<file path="src/rtl/src_pkg.sv">
package src_pkg;

    // ****************************************************************
    // register map: byte addresses and storage indices
    // ****************************************************************
    localparam int NUM_REGS = 23;
    localparam int IDX_W = 5;

    localparam logic [4:0] I_HST_LO = 5'h00;
    localparam logic [4:0] I_HST_HI = 5'h01;
    localparam logic [4:0] I_HWID_LO = 5'h02;
    localparam logic [4:0] I_HWID_HI = 5'h03;
    localparam logic [4:0] I_VST_LO = 5'h04;
    localparam logic [4:0] I_VST_HI = 5'h05;
    localparam logic [4:0] I_VHGT_LO = 5'h06;
    localparam logic [4:0] I_VHGT_HI = 5'h07;
    localparam logic [4:0] I_ST_B0 = 5'h08;
    localparam logic [4:0] I_ST_B1 = 5'h09;
    localparam logic [4:0] I_ST_B2 = 5'h0A;
    localparam logic [4:0] I_GAIN_LO = 5'h0B;
    localparam logic [4:0] I_GAIN_HI = 5'h0C;
    localparam logic [4:0] I_SYNC_SEL = 5'h0D;
    localparam logic [4:0] I_SYNC_DRV = 5'h0E;
    localparam logic [4:0] I_VS_LEN = 5'h0F;
    localparam logic [4:0] I_HS_LEN = 5'h10;
    localparam logic [4:0] I_CLP_VST = 5'h11;
    localparam logic [4:0] I_CLP_VNUM = 5'h12;
    localparam logic [4:0] I_BLK_LO = 5'h13;
    localparam logic [4:0] I_BLK_HI = 5'h14;
    localparam logic [4:0] I_TUNE_A = 5'h15;
    localparam logic [4:0] I_TUNE_B = 5'h16;

    localparam logic [15:0] REG_ADDR [0:NUM_REGS-1] = '{
        16'h3040, 16'h3041, 16'h3042, 16'h3043, 16'h3044, 16'h3045,
        16'h3046, 16'h3047, 16'h3050, 16'h3051, 16'h3052, 16'h3090,
        16'h3091, 16'h30C0, 16'h30C1, 16'h30CC, 16'h30CD, 16'h30D9,
        16'h30DA, 16'h30E2, 16'h30E3, 16'h32D4, 16'h32EC};

    // reset value of every byte, fixed bits included
    localparam logic [7:0] REG_RST [0:NUM_REGS-1] = '{
        8'h00, 8'h00, 8'h18, 8'h0F, 8'h00, 8'h00, 8'h20, 8'h11,
        8'h66, 8'h00, 8'h00, 8'h00, 8'h00, 8'h2A, 8'h0F, 8'h00,
        8'h00, 8'h06, 8'h02, 8'h32, 8'h00, 8'h20, 8'hA0};

    // writable bits; the others keep their fixed value
    localparam logic [7:0] REG_MASK [0:NUM_REGS-1] = '{
        8'hFF, 8'h1F, 8'hFF, 8'h1F, 8'hFF, 8'h1F, 8'hFF, 8'h1F,
        8'hFF, 8'hFF, 8'h0F, 8'hFF, 8'h01, 8'h0F, 8'h0F, 8'h30,
        8'h30, 8'h1F, 8'h03, 8'hFF, 8'h03, 8'hFF, 8'hFF};

    // ****************************************************************
    // field positions and codes
    // ****************************************************************
    localparam int SEL_VS_LSB = 0;
    localparam int SEL_HS_LSB = 2;
    localparam int LEN_LSB = 4;
    localparam logic [1:0] PIN_SEL_LOW = 2'h0;
    localparam logic [1:0] PIN_SEL_SYNC = 2'h2;
    localparam logic [1:0] PIN_DRV_OUT = 2'h0;
    localparam logic [1:0] PIN_DRV_HIZ = 2'h3;

    // ****************************************************************
    // timing and scaling
    // ****************************************************************
    localparam int VS_BASE_LINES = 1;
    localparam int HS_BASE_CLKS = 16;
    localparam int PULSE_CNT_W = 8;
    localparam logic [8:0] GAIN_CODE_MAX = 9'h0F0;
    localparam logic [1:0] GAIN_TENTHS_PER_STEP = 2'h3;
    localparam int BLK_SHIFT_12BIT = 2;

    // ****************************************************************
    // carriers
    // ****************************************************************
    typedef struct packed {
        logic [12:0] hcrop_start;
        logic [12:0] hcrop_width;
        logic [12:0] vcrop_start;
        logic [12:0] vcrop_height;
        logic [19:0] storage_time;
        logic [8:0] gain_code;
    } src_frame_cfg_t;

    typedef struct packed {
        logic [1:0] vsync_pin_drive;
        logic [1:0] hsync_pin_drive;
        logic [4:0] clamp_vert_start;
        logic [1:0] clamp_vert_count;
    } src_standby_cfg_t;

    localparam src_frame_cfg_t FRAME_CFG_RST = '{
        hcrop_start: 13'h0000, hcrop_width: 13'h0F18,
        vcrop_start: 13'h0000, vcrop_height: 13'h1120,
        storage_time: 20'h00066, gain_code: 9'h000};

    localparam src_standby_cfg_t STBY_CFG_RST = '{
        vsync_pin_drive: 2'h3, hsync_pin_drive: 2'h3,
        clamp_vert_start: 5'h06, clamp_vert_count: 2'h2};

endpackage

</file>
<file path="src/rtl/src_readout_regs.sv">
`timescale 1ns/10ps
// Notes on behaviour
// [RULE1] - vertical start: 13 bits, two-line units, multiple of four
// [RULE2] - vertical height: 13 bits, multiple of four, reset 1120h
// [RULE3] - exposure: 20-bit line count over three bytes
// [RULE4] - gain code: 0.3 dB per step, 72 dB top
// [RULE5] - vertical pin select: 0 low, 2 sync pulse
// [RULE6] - horizontal pin select: 0 low, 2 sync pulse
// [RULE7] - vertical pin drive: 0 output, 3 high impedance
// [RULE8] - horizontal pin drive: 0 output, 3 high impedance
// [RULE9] - vertical pulse width 1, 2, 4, 8 lines
// [RULE10] - horizontal pulse width 16 to 128 clocks
// [RULE11] - host sets clamp start by readout mode
// [RULE12] - host sets clamp line count by readout mode
// [RULE13] - black offset: one or four digits per step
// [RULE14] - horizontal crop: start even, width multiple of 24
// [RULE15] - low byte first; unused bits read zero; here fixed bit 5 of 30C0h resets to one and always reads one
// [RULE16] - immediate fields act right after the write
// [RULE17] - standby fields take effect at standby release
// [RULE18] - crop, exposure, gain change only at frame boundary
// [RULE19] - gain reaches output one frame later; here it reaches it two frames after the other frame fields
module src_readout_regs (
    input wire logic clk_in,                    // device clock
    input wire logic nrst_in,                   // async reset, active low
    input wire logic reg_wr_in,                 // byte write strobe
    input wire logic reg_rd_in,                 // byte read strobe
    input wire logic [15:0] reg_addr_in,        // register byte address
    input wire logic [7:0] reg_wdata_in,        // write data
    output logic [7:0] reg_rdata_out,           // read data, next cycle
    output logic reg_hit_out,                   // last read was mapped
    input wire logic standby_in,                // device in standby
    input wire logic readout_12bit_in,          // 12-bit readout mode
    input wire logic frame_start_in,            // frame boundary pulse
    input wire logic line_start_in,             // line start pulse
    output src_pkg::src_frame_cfg_t frame_cfg_out, // frame settings
    output logic [8:0] gain_code_out,           // gain of output frame
    output logic [9:0] gain_tenth_db_out,       // gain in 0.1 dB
    output logic [11:0] black_offset_out,       // offset in digits
    output logic [4:0] clamp_vert_start_out,    // clamp start line
    output logic [1:0] clamp_vert_count_out,    // clamp line count
    output logic crop_misaligned_out,           // crop grid violated
    output logic vsync_pin_out,                 // vertical sync level
    output logic vsync_pin_oe_out,              // vertical sync enable
    output logic hsync_pin_out,                 // horizontal sync level
    output logic hsync_pin_oe_out               // horizontal sync enable
);

    // ****************************************************************
    // storage and address decode
    // ****************************************************************
    logic [7:0] regs_q [0:src_pkg::NUM_REGS-1];
    logic wr_hit;
    logic [4:0] wr_idx;
    logic rd_hit;
    logic [4:0] rd_idx;

    // linear search of the map; returns {hit, index}
    function automatic logic [5:0] decode(input logic [15:0] addr);
        logic [5:0] res;
        res = 6'h00;
        for (int i = 0; i < src_pkg::NUM_REGS; i++) begin
            if (src_pkg::REG_ADDR[i] == addr) begin
                res = {1'b1, 5'(i)};
            end
        end
        return res;
    endfunction

    assign {wr_hit, wr_idx} = decode(reg_addr_in);
    assign {rd_hit, rd_idx} = {wr_hit, wr_idx};

    // only writable bits change; fixed bits keep their reset value
    always_ff @(posedge clk_in or negedge nrst_in) begin
        if (!nrst_in) begin
            for (int i = 0; i < src_pkg::NUM_REGS; i++) begin
                regs_q[i] <= src_pkg::REG_RST[i];
            end
        end else if (reg_wr_in && wr_hit) begin
            regs_q[wr_idx] <= (regs_q[wr_idx] & ~src_pkg::REG_MASK[wr_idx])
                | (reg_wdata_in & src_pkg::REG_MASK[wr_idx]); // [RULE15]
        end
    end

    // read data registered; unmapped addresses read zero
    always_ff @(posedge clk_in or negedge nrst_in) begin
        if (!nrst_in) begin
            reg_rdata_out <= 8'h00;
            reg_hit_out <= 1'b0;
        end else if (reg_rd_in) begin
            reg_rdata_out <= rd_hit ? regs_q[rd_idx] : 8'h00; // [RULE15]
            reg_hit_out <= rd_hit;
        end
    end

    // ****************************************************************
    // field assembly, low byte at the lower address
    // ****************************************************************
    src_pkg::src_frame_cfg_t staged_cfg;

    always_comb begin
        staged_cfg.hcrop_start = {regs_q[src_pkg::I_HST_HI][4:0],
            regs_q[src_pkg::I_HST_LO]};                 // [RULE15]
        staged_cfg.hcrop_width = {regs_q[src_pkg::I_HWID_HI][4:0],
            regs_q[src_pkg::I_HWID_LO]};
        staged_cfg.vcrop_start = {regs_q[src_pkg::I_VST_HI][4:0],
            regs_q[src_pkg::I_VST_LO]};                 // [RULE1]
        staged_cfg.vcrop_height = {regs_q[src_pkg::I_VHGT_HI][4:0],
            regs_q[src_pkg::I_VHGT_LO]};                // [RULE2]
        staged_cfg.storage_time = {regs_q[src_pkg::I_ST_B2][3:0],
            regs_q[src_pkg::I_ST_B1], regs_q[src_pkg::I_ST_B0]}; // [RULE3]
        staged_cfg.gain_code = {regs_q[src_pkg::I_GAIN_HI][0],
            regs_q[src_pkg::I_GAIN_LO]};
    end

    // ****************************************************************
    // frame reflection
    // ****************************************************************
    src_pkg::src_frame_cfg_t active_cfg_q;

    // a multi-byte write spread across a boundary may tear; the host
    // must finish each field within one frame
    always_ff @(posedge clk_in or negedge nrst_in) begin
        if (!nrst_in) begin
            active_cfg_q <= src_pkg::FRAME_CFG_RST;
        end else if (frame_start_in) begin
            active_cfg_q <= staged_cfg;                 // [RULE18] [RULE3]
        end
    end

    assign frame_cfg_out = active_cfg_q;

    // gain takes two extra frames before it reaches the pixels
    src_gain_stage u_gain (
        .clk_in(clk_in),
        .nrst_in(nrst_in),
        .frame_start_in(frame_start_in),
        .gain_latched_in(active_cfg_q.gain_code),
        .gain_code_out(gain_code_out),
        .gain_tenth_db_out(gain_tenth_db_out)
    );                                                   // [RULE19]

    // device does not round crop values; it only flags a bad grid
    always_ff @(posedge clk_in or negedge nrst_in) begin
        if (!nrst_in) begin
            crop_misaligned_out <= 1'b0;
        end else begin
            crop_misaligned_out <= (active_cfg_q.vcrop_start[1:0] != 2'h0)
                || (active_cfg_q.vcrop_height[1:0] != 2'h0)  // [RULE1] [RULE2]
                || active_cfg_q.hcrop_start[0]
                || (active_cfg_q.hcrop_width % 13'd24 != 13'd0); // [RULE14]
        end
    end

    // ****************************************************************
    // standby reflection
    // ****************************************************************
    src_pkg::src_standby_cfg_t stby_cfg_q;
    logic standby_q;
    logic standby_release;

    always_ff @(posedge clk_in or negedge nrst_in) begin
        if (!nrst_in) begin
            standby_q <= 1'b1;
        end else begin
            standby_q <= standby_in;
        end
    end

    assign standby_release = standby_q && !standby_in;

    // values written during standby land on its release only
    always_ff @(posedge clk_in or negedge nrst_in) begin
        if (!nrst_in) begin
            stby_cfg_q <= src_pkg::STBY_CFG_RST;
        end else if (standby_release) begin
            stby_cfg_q.vsync_pin_drive <=
                regs_q[src_pkg::I_SYNC_DRV][1:0];           // [RULE17]
            stby_cfg_q.hsync_pin_drive <=
                regs_q[src_pkg::I_SYNC_DRV][3:2];
            stby_cfg_q.clamp_vert_start <=
                regs_q[src_pkg::I_CLP_VST][4:0];            // [RULE11]
            stby_cfg_q.clamp_vert_count <=
                regs_q[src_pkg::I_CLP_VNUM][1:0];           // [RULE12]
        end
    end

    assign clamp_vert_start_out = stby_cfg_q.clamp_vert_start;
    assign clamp_vert_count_out = stby_cfg_q.clamp_vert_count;

    // ****************************************************************
    // immediate fields: black level
    // ****************************************************************
    logic [9:0] blk_code;

    assign blk_code = {regs_q[src_pkg::I_BLK_HI][1:0],
        regs_q[src_pkg::I_BLK_LO]};

    // scaled to output digits; follows the write on the next edge
    always_ff @(posedge clk_in or negedge nrst_in) begin
        if (!nrst_in) begin
            black_offset_out <= 12'h000;
        end else if (readout_12bit_in) begin
            black_offset_out <=
                {blk_code, 2'b00};                         // [RULE13] [RULE16]
        end else begin
            black_offset_out <= {2'b00, blk_code};          // [RULE13]
        end
    end

    // ****************************************************************
    // sync pins
    // ****************************************************************
    logic [1:0] vs_sel;
    logic [1:0] hs_sel;
    logic vs_active;
    logic hs_active;

    assign vs_sel = regs_q[src_pkg::I_SYNC_SEL][src_pkg::SEL_VS_LSB +: 2];
    assign hs_sel = regs_q[src_pkg::I_SYNC_SEL][src_pkg::SEL_HS_LSB +: 2];

    // vertical pulse counts line starts after the frame start
    src_pulse_gen #(
        .BASE(src_pkg::VS_BASE_LINES)
    ) u_vs_pulse (
        .clk_in(clk_in),
        .nrst_in(nrst_in),
        .start_in(frame_start_in),
        .tick_in(line_start_in),
        .width_code_in(
            regs_q[src_pkg::I_VS_LEN][src_pkg::LEN_LSB +: 2]),
        .active_out(vs_active)
    );                                                   // [RULE9]

    // horizontal pulse counts device clocks
    src_pulse_gen #(
        .BASE(src_pkg::HS_BASE_CLKS)
    ) u_hs_pulse (
        .clk_in(clk_in),
        .nrst_in(nrst_in),
        .start_in(line_start_in),
        .tick_in(1'b1),
        .width_code_in(
            regs_q[src_pkg::I_HS_LEN][src_pkg::LEN_LSB +: 2]),
        .active_out(hs_active)
    );                                                   // [RULE10]

    // pulses are active low; idle level high; unlisted select is low
    always_ff @(posedge clk_in or negedge nrst_in) begin
        if (!nrst_in) begin
            vsync_pin_out <= 1'b0;
            hsync_pin_out <= 1'b0;
        end else begin
            vsync_pin_out <= (vs_sel == src_pkg::PIN_SEL_SYNC) ?
                !vs_active : 1'b0;                          // [RULE5]
            hsync_pin_out <= (hs_sel == src_pkg::PIN_SEL_SYNC) ?
                !hs_active : 1'b0;                          // [RULE6]
        end
    end

    // only code 0 drives; all other codes leave the pin floating
    assign vsync_pin_oe_out =
        (stby_cfg_q.vsync_pin_drive == src_pkg::PIN_DRV_OUT); // [RULE7]
    assign hsync_pin_oe_out =
        (stby_cfg_q.hsync_pin_drive == src_pkg::PIN_DRV_OUT); // [RULE8]

endmodule // src_readout_regs

</file>
<file path="src/rtl/src_pulse_gen.sv">
`timescale 1ns/10ps
// ********************************************************************
// sync pulse stretcher
// ********************************************************************
module src_pulse_gen #(
    parameter int BASE = 1                      // width of code 0 in ticks
) (
    input wire logic clk_in,                    // device clock
    input wire logic nrst_in,                   // async reset, active low
    input wire logic start_in,                  // pulse start
    input wire logic tick_in,                   // width unit event
    input wire logic [1:0] width_code_in,       // width = BASE << code
    output logic active_out                     // high while pulse lasts
);

    logic [src_pkg::PULSE_CNT_W-1:0] cnt_q;
    logic [src_pkg::PULSE_CNT_W-1:0] width;

    // width read live so a new code hits the next pulse
    assign width = src_pkg::PULSE_CNT_W'(BASE) << width_code_in;

    // start reloads even mid-pulse, so a short frame merges two into one longer pulse
    always_ff @(posedge clk_in or negedge nrst_in) begin
        if (!nrst_in) begin
            cnt_q <= '0;
        end else if (start_in) begin
            cnt_q <= width;
        end else if (tick_in && cnt_q != '0) begin
            cnt_q <= cnt_q - 1'b1;
        end
    end

    assign active_out = (cnt_q != '0);

endmodule // src_pulse_gen

</file>
<file path="src/rtl/src_gain_stage.sv">
`timescale 1ns/10ps
// ********************************************************************
// gain pipeline: applied two frames after it is latched
// ********************************************************************
module src_gain_stage (
    input wire logic clk_in,                    // device clock
    input wire logic nrst_in,                   // async reset, active low
    input wire logic frame_start_in,            // frame boundary pulse
    input wire logic [8:0] gain_latched_in,     // code taken at boundary
    output logic [8:0] gain_code_out,           // code used on output
    output logic [9:0] gain_tenth_db_out        // gain in 0.1 dB units
);

    logic [8:0] held_q;
    logic [9:0] tenth_d;

    // code to tenths of a dB, codes above the top clip to 72.0 dB
    function automatic logic [9:0] code_to_tenths(input logic [8:0] c);
        logic [8:0] lim;
        lim = (c > src_pkg::GAIN_CODE_MAX) ? src_pkg::GAIN_CODE_MAX : c;
        return 10'(lim) * 10'(src_pkg::GAIN_TENTHS_PER_STEP);
    endfunction

    assign tenth_d = code_to_tenths(held_q);   // [RULE4]

    // second boundary moves the held code to the output frame
    always_ff @(posedge clk_in or negedge nrst_in) begin
        if (!nrst_in) begin
            held_q <= 9'h000;
            gain_code_out <= 9'h000;
            gain_tenth_db_out <= 10'h000;
        end else if (frame_start_in) begin
            held_q <= gain_latched_in;
            gain_code_out <= held_q;            // [RULE19]
            gain_tenth_db_out <= tenth_d;       // [RULE4]
        end
    end

endmodule // src_gain_stage

</file>
<file path="config.mk">
export PLATFORM = sky130hd
export DESIGN_NAME = src_readout_regs
export DESIGN_NICKNAME = d
export VERILOG_FILES = /design/src/rtl/src_pkg.sv /design/src/rtl/src_readout_regs.sv /design/src/rtl/src_pulse_gen.sv /design/src/rtl/src_gain_stage.sv
export SDC_FILE = /design/constraint.sdc
export NUM_CORES = 1
export LEC_CHECK = 0
export ABC_AREA = 1
export BUFFER_PORTS_ARGS = -buffer_cell sky130_fd_sc_hd__buf_4
export CORE_UTILIZATION = 51
export CTS_CLUSTER_DIAMETER = 200
export DETAILED_ROUTE_END_ITERATION = 7
export GPL_TIMING_DRIVEN = 0
export PLACE_DENSITY_LB_ADDON = 0.25
export SYNTH_ARGS = -nofsm -noshare
export SYNTH_HDL_FRONTEND = slang
export SYNTH_SLANG_ARGS = --single-unit
</file>
<file path="constraint.sdc">
create_clock -name clk_in -period 5 [get_ports clk_in]
set_input_delay 1 -clock clk_in [delete_from_list [all_inputs] [get_ports clk_in]]
set_output_delay 1 -clock clk_in [all_outputs]
set_load 0.01 [all_outputs]
</file>
# After elaboration in Yosys (flattened, before gate mapping)
# Memory sizes are Yosys's and may differ from the RTL's.
# Cells that the tools add are included.
dict set report totals {
  ff_bits 345
  mem_bits_ro 256
  inputBits 32
  output_inout_bits 133
  elab_cells 144
  n_memories 1
}
# name words width read_ports rd_clocked_by_memory_dff write_ports line_no
set memory_table {}
lappend memory_table {{(name not given)} 32 8 1 0 0 src_readout_regs.sv:80} ;# | (reg_wdata_in & src_pkg::REG_MASK[wr_idx]);
dict set report classes {
  n_addsub 2
  multipliers 1
  div 1
  n_lt_le_gt_ge 3
  n_eq_ne 25
  shifts 2
  n_mux 40
  bitwise_logic 5
  reduce_logical 19
}
# operator count
set op_table {}
lappend op_table {{$eq A14 B16 Y1 const A} 23}
lappend op_table {{$bwmux W184} 1}
lappend op_table {{$mux W6} 23}
lappend op_table {{$mux W8} 10}
lappend op_table {{$bmux W8 S5} 1}
lappend op_table {{$demux W8 S5} 1}
lappend op_table {{$and A8 B8 Y8} 2}
lappend op_table {{$reduce_bool A8 Y1} 2}
lappend op_table {{$sub A8 B1 Y8 const B} 2}
lappend op_table {{$mod A13 B5 Y13 const B} 1}
lappend op_table {{$reduce_bool A13 Y1} 1}
lappend op_table {{$mux W12} 1}
lappend op_table {{$mul A9 B2 Y10 const B} 1}
lappend op_table {{$gt A9 B8 Y1 const B} 1}
lappend op_table {{$mux W9} 1}
lappend op_table {{$not A8 Y8} 1}
lappend op_table {{$or A8 B8 Y8} 1}
lappend op_table {{$reduce_bool A2 Y1} 4}
lappend op_table {{$shl A1 B2 Y8 const A} 1}
lappend op_table {{$shl A5 B2 Y8 const A} 1}
lappend op_table {{$ge A6 B6 Y1 const B} 1}
lappend op_table {{$lt A6 B1 Y1 const B} 1}
lappend op_table {{$not A5 Y6} 1}
lappend op_table {{$eq A2 B2 Y1 const B} 2}
lappend op_table {{5 further kinds} 14}

# Longest topological paths before layout
dict set report logic_depth {
  depth_word 32
  ltp_mapped 25
  mapped_depth_nobuf 23
}

# Cells and area by module
# A second synthesis with hierarchy kept.
dict set report unflattened {
  hier_cells 2475
  area_unflattened_um2 18417.7
}
# mod instances cells_each area_per_inst_um2 seq_area_each_um2
set modules_own_cells {}
lappend modules_own_cells {src_readout_regs 1 2130 15838.9 7594.8}
lappend modules_own_cells {src_gain_stage 1 182 1447.6 700.7}
lappend modules_own_cells {{src_pulse_gen at u_hs_pulse} 1 79 579.3 200.2}
lappend modules_own_cells {{src_pulse_gen at u_vs_pulse} 1 84 551.8 200.2}

# Least setup slack after synthesis
# No wires, ideal clock.
dict set report synth_path {
  path_type {in2reg}
  from {input reg_addr_in[13]}
  to {register regs_q[174] (netlist bit)}
  setup_time_ns 0.113
  arrival_time_ns 3.466
  required_time_ns 4.887
  path_slack_ns 1.421
  cell_stages 22
  path_buffers 5
  cell_sequence {nand2_1 > inv_1 > nand2_1 > nor2_1 > buf_4 > buf_6 > nand4_1 > nand4_1 > nor2_2 > nand3_4 > buf_2 > buf_4 > ha_1 > inv_1 > o21ai_0 > a21oi_1 > inv_2 > nand2_1 > buf_1 > nand3_1 > nand2_1 > inv_1}
}
dict set report synth_between {
  elab_chain_cells 31
  word_cells_on_any_way 64
  cone_classes {order compare: 2; eq/ne: 23; mux: 31; bitwise: 5; reduce/logical: 2; memory: 1}
}
# item line_no
set synth_rtl {}
lappend synth_rtl {{from (decl)} src_readout_regs.sv:27} ;# input wire logic [15:0] reg_addr_in,
lappend synth_rtl {{$eq A14 B16 Y1} src_readout_regs.sv:62} ;# if (src_pkg::REG_ADDR[i] == addr) begin
lappend synth_rtl {{$mux W6 (21 in a row)} src_readout_regs.sv:62}
lappend synth_rtl {{$mux W6 *} src_readout_regs.sv:62}
lappend synth_rtl {{$not A5 Y6} {src_readout_regs.sv:79, src_readout_regs.sv:80}}
lappend synth_rtl {{$mem_v2 Z32 W8} -}
lappend synth_rtl {{$mux W8 (implied by the code) (2 in a row)} src_readout_regs.sv:80}
lappend synth_rtl {{$not A8 Y8} src_readout_regs.sv:79} ;# regs_q[wr_idx] <= (regs_q[wr_idx] & ~src_pkg::REG_MASK[wr_idx])
lappend synth_rtl {{$and A8 B8 Y8} src_readout_regs.sv:79}
lappend synth_rtl {{$or A8 B8 Y8} src_readout_regs.sv:80}
lappend synth_rtl {{$bwmux W184} src_readout_regs.sv:79}
lappend synth_rtl {{to (signal, indexed assignment)} src_readout_regs.sv:76} ;# regs_q[i] <= src_pkg::REG_RST[i];
lappend synth_rtl {{to (signal, indexed assignment)} src_readout_regs.sv:79}
lappend synth_rtl {{to (decl)} src_readout_regs.sv:51} ;# logic [7:0] regs_q [0:src_pkg::NUM_REGS-1];
# Mark *: on every way between the ends. The rest lies on a longest branch, timed or not. The select of a mux whose other input is x is not followed.
# A chain may end at the register's enable or synchronous reset.

# Final worst setup path
dict set report layout_path {
  from {input reg_addr_in[2]}
  to {register regs_q[139] (netlist bit)}
}
# Same word-level chain as after synthesis.

==> results.py <==
metrics = {
    "worst_setup_path": {
        "crit_required_ns": 5.44,
        "critical_path_arrival_ns": 4.98,
        "cp_max_fo": 12,
        "cp-end-kind": "register",
        "cp-start-kind": "input port",
        "critPathKind": "in -> reg",
    },
    "sta": {
        "hold-worst-slack_ns": 0.449,
        "timing.slew.headroom_pct": 37.8,
        "rsz0062_at_grt": "false",
        "hold_viol": 0,
        "tightestPinTransition_ns": 0.934,
        "clock.fmax_mhz": 220,
        "setup_tns_ns": 0,
        "fin_crit_sh_pct": 90.9,
        "fin_crit_ns": 4.54,
        "setup_viol": 0,
        "skew_ns": 0.0436,
        "drv_slew": 0,
    },
    "clocking": {
        "cts_buffer_depth": 3,
        "post-cts-setup-buffers": 0,
        "numCtsBuffers": 39,
        "clkSinkCount": 345,
        "clk_pin_slew_ns": 0.06,
        "cts_tree": "built",
        "ctsResizeCount": 0,
        "clockRootBuffer": "clkbuf_16",
        "hold_buffers": 0,
        "clk-insertion-delay-late_ns": 0.57,
        "htree_levels": 2,
    },
    "floorplanning": {
        "io_pins": 165,
        "die_w_microns": 192,
        "die_area_sq_mm": 0.0368,
        "num_rows": 69,
        "core-area_sq_mm": 0.0355,
        "initial_core_util_pct": 51.8,
        "die_h_microns": 192,
    },
    "yosys": {
        "syn_nets": 2531,
        "synthTopCellsByArea": "dfrtp_1 (40%), nand2_1 (14%), inv_1 (8.5%)",
        "ys_warn_count": 0,
        "syn_area_sq_mm": 0.0184,
        "synth_top_area_share_pct": 40.2,
        "avgSynthCellArea_sq_um": 7.40,
        "yosysTopAreaCell": "dfrtp_1",
        "synthArstFlopShare_pct": 100,
        "netlist_instances": 2482,
        "synth_edf_count": 0,
        "ys_types": 51,
        "synthFlopType": "dfrtp_1",
        "ys_ff_latch": 345,
        "ys_seq_area_share_pct": 47.3,
    },
    "place": {
        "hpwl_microns": 45900,
        "postPlaceCellArea_sq_mm": 0.0202,
        "gp_congestion": 1.05,
        "io_buffer_count": 161,
        "dp_cells": 3106,
    },
    "routing": {
        "drt_wl_total_microns": 62900,
        "dr.pass1.iters": 6,
        "drc_errors": 0,
        "vias": 17900,
        "drtIter0Drc": 1888,
        "wl_per_cell_microns": 19.8,
        "final_antenna_net_count": 0,
        "vias_per_cell": 5.64,
    },
    "global_route": {
        "grt_pass1_vias": 17100,
        "antenna_found_initial": 0,
        "grt_pass1_wl_microns": 96600,
        "grt.overflow.total": 0,
        "grtUsageTotal_pct": 34.7,
        "grt_max_degree": 122,
    },
    "finish": {
        "fin_util_pct": 60.6,
        "drive_above_1_share_pct": 15.3,
        "layout_commonest_cell": "nand2_1",
        "fill_cells": 3207,
        "layout_common_cells": "nand2_1 (698), inv_1 (418), dfrtp_1 (295), nand3_1 (269), buf_4 (182)",
        "stdcell_area_sq_mm": 0.0215,
        "fin_nets": 2735,
        "area_growth_pct": 17.1,
        "antenna_cells": 0,
        "final_cells": 3178,
    },
    "job": {
        "drv_cap": 0,
    },
    "status": {
        "status": "finished clean",
    },
    "power": {
        "leakagePower_uw": 0.0114,
        "powerDensity_mw_per_mm2": 311,
        "peakVddDrop_v": 0.000319,
    },
    "hold_path": {
        "hold_class": "in -> async",
    },
}
## cell usage after synthesis, types with 2 or more instances
cell       count
o22ai_1        2
nand2_1      698
o31ai_1        7
nor3_1        24
o21ai_0      171
nor2_4         8
nor3_2         2
nand3_2        5
buf_6          2
inv_1        418
buf_4         22
o2111ai_1      2
ha_1          16
nor4_1         6
nand3b_1       2
inv_2         31
nand4_1       33
a21boi_1       2
or2_0         10
xor2_1         3
nor2_1       112
nand3_1      269
or2_2         19
o21ai_1       20
buf_2         40
o211ai_1      41
clkbuf_1      41
nor2_2         8
a21oi_1       89
buf_1          7
or2_1          7
dfstp_2       50
a211oi_1       2
clkinv_1       2
dfrtp_1      295
## state kept, by name, summed over array words and instances (netlist names), 2 cells and up
name                      cells
u_gain.gain_code_out          9
hs_sel                        2
clamp_vert_start_out          5
u_gain.gain_tenth_db_out     10
u_gain.held_q                 9
regs_q                      172
reg_rdata_out                 8
black_offset_out             12
u_vs_pulse.cnt_q              8
clamp_vert_count_out          2
blk_code                     10
frame_cfg_out                81
u_hs_pulse.cnt_q              8
stby_cfg_q                    4
## through the flow
stage | power [uW] | setup slack (ns)
2_1_floorplan | 3470 | 1.42
3_3_place_gp | 3780 | -0.291
3_5_place_dp | 3820 | 0.0541
4_1_cts | 6710 | 0.591
5_1_grt | 6920 | 0.268
6_report | 6700 | 0.455
## layer usage
metal,track usage (%),vias to the layer above,wire (microns)
li1,-,8200,-
met1,47.3,8461,25700
met2,53.0,1033,27600
met3,5.44,220,6110
met4,18.4,0,3470
met5,0,-,0
## kinds of logic (layout without fill, tap and decap cells)
| group | after synthesis | count (layout) | share of synthesized area (%) |
|---|---|---|---|
| AND/OR/NAND/NOR | 1212 | 1212 | 28.9 |
| buffers and inverters | 564 | 799 | 12.3 |
| flip-flops | 345 | 345 | 47.3 |
| AO/OA/AOI/OAI | 339 | 339 | 10.0 |
| adder cells (fa/ha/maj) | 17 | 17 | 1.20 |
| XOR/XNOR | 3 | 3 | 0.143 |
| other | 1 | 1 | 0.0204 |
| multiplexers | 1 | 1 | 0.0613 |
## critical path, stage by stage
cell      delay (ns)
buf_4           0.14
nor2_2          0.27
inv_4           0.11
nor2_4          0.24
nand3_2         0.18
o21ai_1         0.21
inv_1           0.10
nand3_2         0.15
clkbuf_1        0.63
ha_1            0.22
inv_1           0.08
o21ai_0         0.20
o211ai_1        0.17
nand2_1         0.23
buf_1           0.73
nand3_1         0.18
nand2_1         0.11
inv_1           0.04
## cell type report
class	instances	area, sq um	share of cell area, %
multi-input cells	1573	7410	34.4
inverters	452	1700	7.90
repair buffers	163	1270	5.91
well taps	461	577	2.68
clock inverters	12	156	0.727
flip-flops and latches	345	8700	40.4
clock buffers	60	1140	5.28
plain buffers	112	568	2.64
## where the power goes
part | internal [uW] | switching, uW | leakage [uW]
Combinational | 283 | 473 | 0.00707
Clock | 1730 | 1190 | 0.000631
Sequential | 2940 | 88.9 | 0.00372
## worst paths after layout
check	start	end	slack [ns]	cells after the start
min reg2reg	blk_code[8]	black_offset_out[10]	0.47	2
max	reg_addr_in[2]	regs_q[139]	0.46	18
max reg2reg	u_gain.held_q[0]	u_gain.gain_tenth_db_out[8]	1.77	17
max in group asynchronous	nrst_in	hs_sel[0]	2.87	3
min in group clk_in	blk_code[8]	black_offset_out[10]	0.47	2
min	nrst_in	u_gain.gain_code_out[3]	0.45	1
Power figures use the tool's default switching activity.
